### src/hdl/torque_shutoff_regs.svh
/*
  Timing counts and widths for the dual channel torque shutoff block.
  Assumes a single 250 MHz core clock.
*/
`ifndef TORQUE_SHUTOFF_REGS_SVH
`define TORQUE_SHUTOFF_REGS_SVH

`define CORE_CLK_HZ 250000000
// largest allowed skew between the two channels, in seconds
`define SKEW_LIMIT_S 1
`define SKEW_LIMIT_CYCLES (`SKEW_LIMIT_S * `CORE_CLK_HZ)
`define SKEW_CNT_W 28
// cycles after reset before the synchronised channels are trusted
`define SETTLE_CYCLES 3

`endif

### src/hdl/torque_shutoff_pkg.sv
/*
  Types for the dual channel torque shutoff block.
  Assumes torque_shutoff_regs.svh is on the include path.
*/
`include "torque_shutoff_regs.svh"

package torque_shutoff_pkg;

  typedef enum logic [4:0] {
    ST_INIT = 5'h01,
    ST_IDLE = 5'h02,
    ST_RUN = 5'h04,
    ST_SHUTOFF_FAULT = 5'h08,
    ST_LOCKED = 5'h10
  } shutoff_state_type;

  typedef struct packed {
    shutoff_state_type fsm;
    logic a_meta;
    logic a_sync;
    logic b_meta;
    logic b_sync;
    logic [`SKEW_CNT_W-1:0] skew_cnt;
    logic armed;
    logic power_enable;
    logic brake_bypass;
    logic shutoff_fault;
    logic locked_fault;
  } shutoff_regs_type;

endpackage

### src/hdl/dual_channel_torque_shutoff.sv
/*
  Safe torque shutoff supervisor: two redundant shutoff channels, skew check,
  power stage enable, recoverable and power-cycle-only faults.
  Assumes shutoff inputs are asynchronous pins, high when energized, and that
  enable_cmd, fault_reset and restart_on_power_up come from core_clk logic.
*/
// Summary of operation
// - two independent shutoff channels are accepted and either can start torque removal.
// - both channels off within the skew limit disables the power stage and raises a fault.
// - after a two-channel shutoff, running resumes only after a fault-reset clears the fault.
// - a single channel or late switch disables the power stage and latches a fault until a power cycle.
// - standstill is not supervised; torque removal is the only action taken.
// - on shutoff torque is removed at once; the holding-brake delay is bypassed once a fault is raised.
// - with restart_on_power_up off the stage is not re-enabled after power-up by itself.
`timescale 1ns/1ps
`include "torque_shutoff_regs.svh"

module dual_channel_torque_shutoff
  import torque_shutoff_pkg::*;
#(
  parameter int unsigned SKEW_LIMIT_CYCLES = `SKEW_LIMIT_CYCLES
) (
  input wire logic core_clk,
  input wire logic arst_n,
  input wire logic shutoff_input_a,
  input wire logic shutoff_input_b,
  input wire logic enable_cmd,
  input wire logic fault_reset,
  input wire logic restart_on_power_up,
  output logic power_stage_enable,
  output logic brake_delay_bypass,
  output logic shutoff_fault,
  output logic locked_fault
);

  localparam logic [`SKEW_CNT_W-1:0] SKEW_LAST = `SKEW_CNT_W'(SKEW_LIMIT_CYCLES - 1);
  localparam logic [`SKEW_CNT_W-1:0] SETTLE_LAST = `SKEW_CNT_W'(`SETTLE_CYCLES - 1);

  shutoff_regs_type st_reg;
  shutoff_regs_type st_next;
  logic a_on;
  logic b_on;
  logic mismatch;

  ////////////////////////////////////////////////////////////////////////////
  // channel levels

  assign a_on = st_reg.a_sync;
  assign b_on = st_reg.b_sync;
  assign mismatch = a_on ^ b_on;

  ////////////////////////////////////////////////////////////////////////////
  // next state

  always_comb begin
    st_next = st_reg;
    // two-stage synchronisers, reset low so a lost signal reads as shutoff
    st_next.a_meta = shutoff_input_a;
    st_next.a_sync = st_reg.a_meta;
    st_next.b_meta = shutoff_input_b;
    st_next.b_sync = st_reg.b_meta;
    // an enable must be seen low before it may start the stage again
    st_next.armed = st_reg.armed | ~enable_cmd;
    case (st_reg.fsm)
      ST_INIT: begin
        st_next.skew_cnt = st_reg.skew_cnt + `SKEW_CNT_W'(1);
        if (st_reg.skew_cnt == SETTLE_LAST) begin
          st_next.skew_cnt = '0;
          // automatic enable only when configured on
          st_next.armed = restart_on_power_up;
          if (!a_on && !b_on) begin
            st_next.fsm = ST_SHUTOFF_FAULT;
          end else if (mismatch) begin
            st_next.fsm = ST_IDLE;
          end else begin
            st_next.fsm = ST_IDLE;
          end
        end
      end
      ST_IDLE, ST_RUN: begin
        if (!a_on && !b_on && st_reg.skew_cnt != SKEW_LAST) begin
          st_next.fsm = ST_SHUTOFF_FAULT;
          st_next.skew_cnt = '0;
        end else if (mismatch) begin
          // skew counted from the first channel to drop
          st_next.fsm = ST_IDLE;
          if (st_reg.skew_cnt == SKEW_LAST) begin
            st_next.fsm = ST_LOCKED;
          end else begin
            st_next.skew_cnt = st_reg.skew_cnt + `SKEW_CNT_W'(1);
          end
        end else if (st_reg.skew_cnt != '0) begin
          // lone channel came back before its partner dropped
          st_next.fsm = ST_LOCKED;
        end else if (st_reg.fsm == ST_RUN) begin
          if (!enable_cmd) begin
            st_next.fsm = ST_IDLE;
          end
        end else if (enable_cmd && st_reg.armed) begin
          st_next.fsm = ST_RUN;
          st_next.armed = 1'b0;
        end
      end
      ST_SHUTOFF_FAULT: begin
        if (mismatch) begin
          if (st_reg.skew_cnt == SKEW_LAST) begin
            st_next.fsm = ST_LOCKED;
          end else begin
            st_next.skew_cnt = st_reg.skew_cnt + `SKEW_CNT_W'(1);
          end
        end else begin
          st_next.skew_cnt = '0;
          // reset accepted only with both channels energized again
          if (fault_reset && a_on && b_on) begin
            st_next.fsm = ST_IDLE;
            st_next.armed = 1'b0;
          end
        end
      end
      ST_LOCKED: begin
        // only a power cycle (arst_n) leaves this state
        st_next.fsm = ST_LOCKED;
      end
      default: begin
        st_next.fsm = ST_LOCKED;
      end
    endcase
    // outputs registered from the next state; no standstill check exists
    st_next.power_enable = (st_next.fsm == ST_RUN);
    // stage drops at or before the edge the fault appears, with no brake bridging
    st_next.brake_bypass = (st_next.fsm == ST_SHUTOFF_FAULT) ||
      (st_next.fsm == ST_LOCKED);
    st_next.shutoff_fault = (st_next.fsm == ST_SHUTOFF_FAULT);
    st_next.locked_fault = (st_next.fsm == ST_LOCKED);
  end

  ////////////////////////////////////////////////////////////////////////////
  // state register

  always_ff @(posedge core_clk or negedge arst_n) begin
    if (!arst_n) begin
      st_reg <= '{fsm: ST_INIT, default: '0};
    end else begin
      st_reg <= st_next;
    end
  end

  assign power_stage_enable = st_reg.power_enable;
  assign brake_delay_bypass = st_reg.brake_bypass;
  assign shutoff_fault = st_reg.shutoff_fault;
  assign locked_fault = st_reg.locked_fault;

  ////////////////////////////////////////////////////////////////////////////
  // checks

  property p_both_off_removes_torque;
    @(posedge core_clk) disable iff (!arst_n)
      (st_reg.fsm == ST_RUN && !a_on && !b_on)
      |=> (!power_stage_enable && shutoff_fault && brake_delay_bypass);
  endproperty
  a_both_off_removes_torque: assert property (p_both_off_removes_torque)
    else $error("both channels off but torque not removed");

  property p_fault_holds_until_reset;
    @(posedge core_clk) disable iff (!arst_n)
      (st_reg.fsm == ST_SHUTOFF_FAULT && !fault_reset && !mismatch) |=> shutoff_fault;
  endproperty
  a_fault_holds_until_reset: assert property (p_fault_holds_until_reset)
    else $error("shutoff fault left without fault reset");

  property p_reset_then_idle;
    @(posedge core_clk) disable iff (!arst_n)
      (st_reg.fsm == ST_SHUTOFF_FAULT && fault_reset && a_on && b_on)
      |=> (!shutoff_fault && !power_stage_enable) ##1 !power_stage_enable;
  endproperty
  a_reset_then_idle: assert property (p_reset_then_idle)
    else $error("fault reset restarted the stage without fresh enable");

  property p_locked_sticks;
    @(posedge core_clk) disable iff (!arst_n)
      locked_fault |=> (locked_fault && !power_stage_enable);
  endproperty
  a_locked_sticks: assert property (p_locked_sticks)
    else $error("latched fault cleared without power cycle");

  property p_lone_channel_locks;
    @(posedge core_clk) disable iff (!arst_n)
      (st_reg.fsm == ST_IDLE && st_reg.skew_cnt != '0 && a_on && b_on) |=> locked_fault;
  endproperty
  a_lone_channel_locks: assert property (p_lone_channel_locks)
    else $error("single channel shutoff did not latch");

  property p_skew_limit;
    @(posedge core_clk) disable iff (!arst_n)
      (st_reg.skew_cnt == SKEW_LAST && mismatch && st_reg.fsm != ST_INIT) |=> locked_fault;
  endproperty
  a_skew_limit: assert property (p_skew_limit)
    else $error("skew limit passed without latched fault");

  property p_brake_bypass_on_drop;
    @(posedge core_clk) disable iff (!arst_n)
      ($fell(power_stage_enable) && (shutoff_fault || locked_fault)) |-> brake_delay_bypass;
  endproperty
  a_brake_bypass_on_drop: assert property (p_brake_bypass_on_drop)
    else $error("brake delay not bypassed on shutoff");

  // no bridging time: the stage is off the edge after any channel is seen low
  property p_drop_at_once;
    @(posedge core_clk) disable iff (!arst_n)
      (st_reg.fsm == ST_RUN && !(a_on && b_on)) |=> !power_stage_enable;
  endproperty
  a_drop_at_once: assert property (p_drop_at_once)
    else $error("power stage held after a channel dropped");

  property p_fresh_enable;
    @(posedge core_clk) disable iff (!arst_n)
      $rose(power_stage_enable) |-> $past(st_reg.armed, 1);
  endproperty
  a_fresh_enable: assert property (p_fresh_enable)
    else $error("power stage enabled without a fresh enable");

  property p_lost_signal;
    @(posedge core_clk) disable iff (!arst_n)
      (!shutoff_input_a && !shutoff_input_b)[*3] |=> ##1 !power_stage_enable;
  endproperty
  a_lost_signal: assert property (p_lost_signal)
    else $error("de-energized channels left the stage enabled");

endmodule

### config.mk
export PLATFORM = sky130hd
export DESIGN_NAME = dual_channel_torque_shutoff
export DESIGN_NICKNAME = d
export VERILOG_FILES = /design/src/hdl/torque_shutoff_pkg.sv /design/src/hdl/dual_channel_torque_shutoff.sv
export VERILOG_INCLUDE_DIRS = /design/src /design/src/hdl
export SDC_FILE = /design/constraint.sdc
export NUM_CORES = 1
export LEC_CHECK = 0
export ABC_CLOCK_PERIOD_IN_PS = 2100
export BUFFER_PORTS_ARGS = -buffer_cell sky130_fd_sc_hd__buf_2
export CAP_MARGIN = 20
export CORE_ASPECT_RATIO = 0.75
export CORE_MARGIN = 5
export CORE_UTILIZATION = 25
export CTS_CLUSTER_SIZE = 8
export DETAILED_ROUTE_END_ITERATION = 10
export PLACE_DENSITY = 0.4
export SETUP_SLACK_MARGIN = 0.15
export SKIP_CTS_REPAIR_TIMING = 1
export SYNTH_ARGS = -nofsm -noshare
export SYNTH_HDL_FRONTEND = slang
export SYNTH_SLANG_ARGS = --single-unit
export TNS_END_PERCENT = 1
### constraint.sdc
create_clock -name core_clk -period 2.1 [get_ports core_clk]
set_input_delay 0.42 -clock core_clk [delete_from_list [all_inputs] [get_ports core_clk]]
set_output_delay 0.42 -clock core_clk [all_outputs]
set_load 0.02 [all_outputs]
# --- After elaboration in Yosys (flattened, before gate mapping) ---
# Cells that the tools add are included.
# W data, S select, Z words.
classes:
  add_sub_neg: 1
  eq_ne: 11
  n_mux: 26
  bitwise: 3
  reduce_logical: 12
op_table:
  columns: ["operator", "count"]
  rows:
  - ["$mux W28", 4]
  - ["$pmux W29 S3", 1]
  - ["$mux W5", 11]
  - ["$mux W29", 1]
  - ["$add A28 B1 Y28 const B", 1]
  - ["$eq A28 B2 Y1 const B", 1]
  - ["$eq A28 B28 Y1 const B", 1]
  - ["$ne A28 B28 Y1 const B", 1]
  - ["$reduce_bool A28 Y1", 1]
  - ["$pmux W5 S3", 1]
  - ["$eq A5 B3 Y1 const B", 2]
  - ["$eq A5 B4 Y1 const B", 2]
  - ["$mux W1", 7]
  - ["$eq A5 B1 Y1 const B", 1]
  - ["$eq A5 B2 Y1 const B", 1]
  - ["$eq A5 B5 Y1 const B", 1]
  - ["$logic_and A1 B1 Y1", 5]
  - ["$mux W4", 1]
  - ["$ne A3 B3 Y1 const B", 1]
  - ["$reduce_bool A3 Y1", 1]
  - ["$logic_not A1 Y1", 2]
  - ["$reduce_and A2 Y1", 1]
  - ["$reduce_or A2 Y1", 1]
  - ["$logic_or A1 B1 Y1", 1]
  - ["other kinds (3)", 3]
totals:
  reg_bits: 42
  output_inout_bits: 4
  elab_cells: 64

# --- Logic depth before layout (Yosys ltp) ---
depth:
  word_depth: 9
  depth_mapped: 9
  ltp_nobuf: 8

# --- Worst setup path before layout ---
# No wires, ideal clock.
synth_timing:
  path_kind: "register to register"
  startpoint: "register st_reg[6] in the netlist's numbering"
  endpoint: "register st_reg[12] in the netlist's numbering"
  setup_time_ns: 0.082
  t_arrival_ns: 2.130
  required_ns: 2.018
  path_slack_ns: -0.112
  path_stages_with_launch: 10
  period_less_slack_ns: 2.212
  cell_sequence: "dfrtp_1 -> ha_1 -> and3_1 -> and4_1 -> and3_1 -> buf_2 -> o32ai_2 -> buf_2 -> a21oi_1 -> a31oi_1"
synth_via:
  elab_chain_cells: 5
  elab_cells_between_ends: 13
  cone_classes: "add/sub: 1; eq/ne: 4; mux: 6; reduce/logical: 2"
synth_rtl:
  columns: ["item", "line_no", "source"]
  rows:
  - ["from (decl)", "dual_channel_torque_shutoff.sv:39", "shutoff_regs_type st_reg;"]
  - ["from (signal assigned)", "dual_channel_torque_shutoff.sv:144", "st_reg <= st_next;"]
  - ["$add A28 B1 Y28 or $eq A28 B28 Y1 (tied branches)", null, null]
  - ["$mux W28", "dual_channel_torque_shutoff.sv:87, dual_channel_torque_shutoff.sv:106", null]
  - ["$mux W28", "dual_channel_torque_shutoff.sv:84", "end else if (mismatch) begin"]
  - ["$mux W28", "dual_channel_torque_shutoff.sv:81", "if (!a_on && !b_on && st_reg.skew_cnt != SKEW_LAST) begin"]
  - ["$pmux W29 S3", "dual_channel_torque_shutoff.sv:64", "case (st_reg.fsm)"]
# Several ways; a longest one is shown, not always the timed one. The select of a mux whose other input is x is not followed.
# A chain may end at the register's enable or synchronous reset.

# --- Final worst setup path ---
layout_timing:
  startpoint: "register st_reg[37] in the netlist's numbering"
  endpoint: "register st_reg[30] in the netlist's numbering"
layout_via:
  elab_chain_cells: 4
  elab_cells_between_ends: 9
  cone_classes: "eq/ne: 5; mux: 1; reduce/logical: 3"
layout_rtl:
  columns: ["item", "line_no"]
  rows:
  - ["$eq A5 B3 Y1 or $eq A5 B2 Y1 (tied branches)", "dual_channel_torque_shutoff.sv:64"]
  - ["$reduce_or A2 Y1", "dual_channel_torque_shutoff.sv:64"]
  - ["$ne A3 B3 Y1 (no line) or $reduce_bool A3 Y1 (tied branches)", null]
  - ["$reduce_and A2 Y1 (no line)", null]
# Several ways; a longest one is shown, not always the timed one.

==> flow_metrics.tcl <==
set metrics [dict create \
    rsz0062_at_grt "yes" \
    crit_fanout 8 \
    drt_pass1_iterations 4 \
    wl_per_cell_um 15.50 \
    wirelength_um 8326 \
    avgSynthCellArea_um2 8.763 \
    die_h_um 98.21 \
    regToRegStartpoint "st_reg[37]$_DFF_PN1_" \
    synth.distinct_cells 54 \
    layout_min_cycle_time_ns 2.245 \
    rows 32 \
    cp-end-kind "flop" \
    vias 2704 \
    slew_headroom_pct 61.88 \
    yosysTopAreaCell "dfrtp_1" \
    port_buffers 10 \
    synthTopCellsByCount "41 x dfrtp_1, 26 x nor2_1, 25 x nand2_1" \
    largest_reg_flops 34 \
    pre_cts_ws_ns -0.2236 \
    p_leak_nw 1.635 \
    die_w_um 127.6 \
    wl_met3_um 411 \
    clkPwrFrac_pct 49.7 \
    cts_tree "yes" \
    grt_overflow 0 \
    hold_ws_ns 0.2172 \
    h-tree-depth 2 \
    placed_area_um2 3520 \
    drtIter0Drc 219 \
    area_growth_pct 50.60 \
    synth_area_leaders "dfrtp_1 40%, nor2_1 3.8%, nand3_1 3.7%" \
    antenna_found_initial 0 \
    worstPathRequired_ns 2.30 \
    drc 0 \
    cap_violations 0 \
    finalCritPeriodShare_pct 106.9 \
    power.internal_w 0.001375 \
    fillers 1037 \
    post_drt_via_cell_ratio 5.035 \
    ys_ff_latch 42 \
    fin_cells 537 \
    hold_path.class "input pin to async pin" \
    post-route-cell-area_um2 3906 \
    start_kind "flop" \
    p_seq_share_pct 46.8 \
    slew_violations 0 \
    yosysWarnings 0 \
    synth.most_common_cell "dfrtp_1" \
    finalNetCount 411 \
    hold_violations 0 \
    dp_hpwl_um 6382 \
    placedCellCount 522 \
    cts_sinks 42 \
    wl_met1_um 4625 \
    cp.arrival_ns 2.44 \
    dr_wl_met2_um 3250 \
    yosys.area.top_type_share_pct 39.56 \
    reg2regPathDepth 5 \
    syn_nets 307 \
    p_sw_share_pct 20.92 \
    ys_seq_area_share_pct 40.57 \
    setup_viol 28 \
    skew_ns 0.006710 \
    path_clk_slew_ns 0.06 \
    cts_buffers 5 \
    p_sw_w 0.0003636 \
    combinationalPowerShare_pct 3.5 \
    io_pins 11 \
    synth-main-ff-cell "dfrtp_1" \
    violations "negative setup slack" \
    ir_worst_vdd_uv 264.1 \
    cts_buffer_depth 2 \
    synth_async_sr_flop_share_pct 100.0 \
    synth_edf_count 0 \
    synth_cells 296 \
    postRouteAntennaNets 0 \
    layout-drive-gt1-share_pct 40.65 \
    grt_pass1_vias 2413 \
    grt_max_degree 43 \
    start_util_pct 25.40 \
    die_area_um2 12530 \
    grt_pass1_wl_um 13390 \
    highest_layer "met4" \
    grt_use_total_pct 13.58 \
    core-area_um2 10210 \
    diodes 0 \
    gp_congestion 0.8541 \
    clock_latency_ns 0.29 \
    cts_root_buf "clkbuf_16" \
    timing.fmax_mhz 445.3 \
    startpoint "st_reg[37]$_DFF_PN1_" \
    syn_area_um2 2594 \
    cellPowerDensity_nw_per_um2 445.0 \
    setup_ws_ns -0.1455 \
    critPathKind "flop to flop" \
    tightest_slew_ns 0.5717 \
    status "finished, violations left" \
]
-- metal layers --
metal / GRT usage (%) / up-vias
met5: 0 / -
met1: 23.01 / 1307
met4: 2.692 / 0
met3: 2.460 / 6
li1: - / 1325
met2: 17.23 / 66
-- power by group through the flow --
stage / combinational, W / sequential [W] / clock (W)
after global placement: 0.0000575 / 0.000829 / 0
final: 0.0000603 / 0.000814 / 0.000864
after CTS: 0.0000572 / 0.000814 / 0.000888
after detailed placement: 0.0000572 / 0.000829 / 0
after global routing: 0.0000706 / 0.000814 / 0.000914
after floorplan: 0.0000163 / 0.000829 / 0
-- layout by cell type, fill, tap and decap left out, types with 3 or more instances in the layout --
| cell type | netlist | final |
|---|---|---|
| o21ai_0 | 9 | 7 |
| o211ai_1 | 3 | 3 |
| nand4_1 | 13 | 13 |
| inv_1 | 12 | 12 |
| nand3_1 | 19 | 18 |
| a21boi_1 | 3 | 3 |
| mux2i_1 | 5 | 5 |
| a21oi_1 | 18 | 14 |
| a22o_1 | 4 | 4 |
| o21ai_1 | 7 | 7 |
| and3_1 | 4 | 3 |
| and4_1 | 4 | 4 |
| nor4_2 | 0 | 3 |
| nor4_1 | 8 | 3 |
| a21oi_2 | 0 | 4 |
| nor3_1 | 10 | 9 |
| a31oi_1 | 14 | 14 |
| nand3b_1 | 3 | 3 |
| ha_1 | 4 | 3 |
| or3_4 | 0 | 3 |
| clkbuf_8 | 0 | 3 |
| nand2_1 | 25 | 24 |
| a41oi_1 | 3 | 3 |
| o22ai_1 | 4 | 4 |
| xor2_1 | 3 | 3 |
| clkbuf_16 | 0 | 5 |
| buf_4 | 1 | 96 |
| buf_2 | 7 | 10 |
| nor2_1 | 26 | 24 |
| dfrtp_1 | 41 | 39 |
-- area by class of cell --
| type | count | area [um2] | share of cell area, % |
|---|---|---|---|
| Timing Repair Buffer | 110 | 833.3 | 21.33 |
| Sequential cell | 42 | 1055 | 27.00 |
| Tap cell | 136 | 170.2 | 4.356 |
| Inverter | 12 | 45.04 | 1.153 |
| Clock buffer | 8 | 166.4 | 4.260 |
| Multi-Input combinational cell | 229 | 1637 | 41.90 |
-- final timing paths --
path                       slack, ns                      endpoint
max                            -0.15        st_reg[30]$_DFFE_PN0P_
min                             0.22  brake_delay_bypass$_DFF_PN0_
max reg2reg                    -0.15        st_reg[30]$_DFFE_PN0P_
min reg2reg                     0.35                b_on$_DFF_PN0_
max in group asynchronous       1.47        st_reg[11]$_DFFE_PN0P_
min in group core_clk           0.24         st_next[35]$_DFF_PN0_
-- stage by stage --
step,power [W],TNS (ns),utilization [%]
6_report,0.001738,-1.625,38.26
3_3_place_gp,0.0008865,-5.540,34.47
5_1_grt,0.001798,-5.037,38.26
2_1_floorplan,0.0008454,-0.5011,-
3_5_place_dp,0.0008864,-4.727,34.47
4_1_cts,0.001759,-5.365,36.10
-- cells by family (layout without fill, tap and decap cells) --
group / count (synthesis) / after routing / synth area share [%]
compound gates: 77 / 77 / 20.65
simple gates: 138 / 138 / 28.85
buf+inv: 25 / 130 / 4.389
fa+ha+maj: 4 / 4 / 1.930
mux: 5 / 5 / 1.930
flops: 42 / 42 / 40.57
xor+xnor: 5 / 5 / 1.689
-- critical path: stages (launching register included) --
cell and delay, ns:
dfstp_2 0.55, or4b_4 0.49, or2_4 0.30, o22ai_4 0.37
a21bo_1 0.25, a31oi_1 0.20
Note: power is estimated with default switching activity, not from simulation.
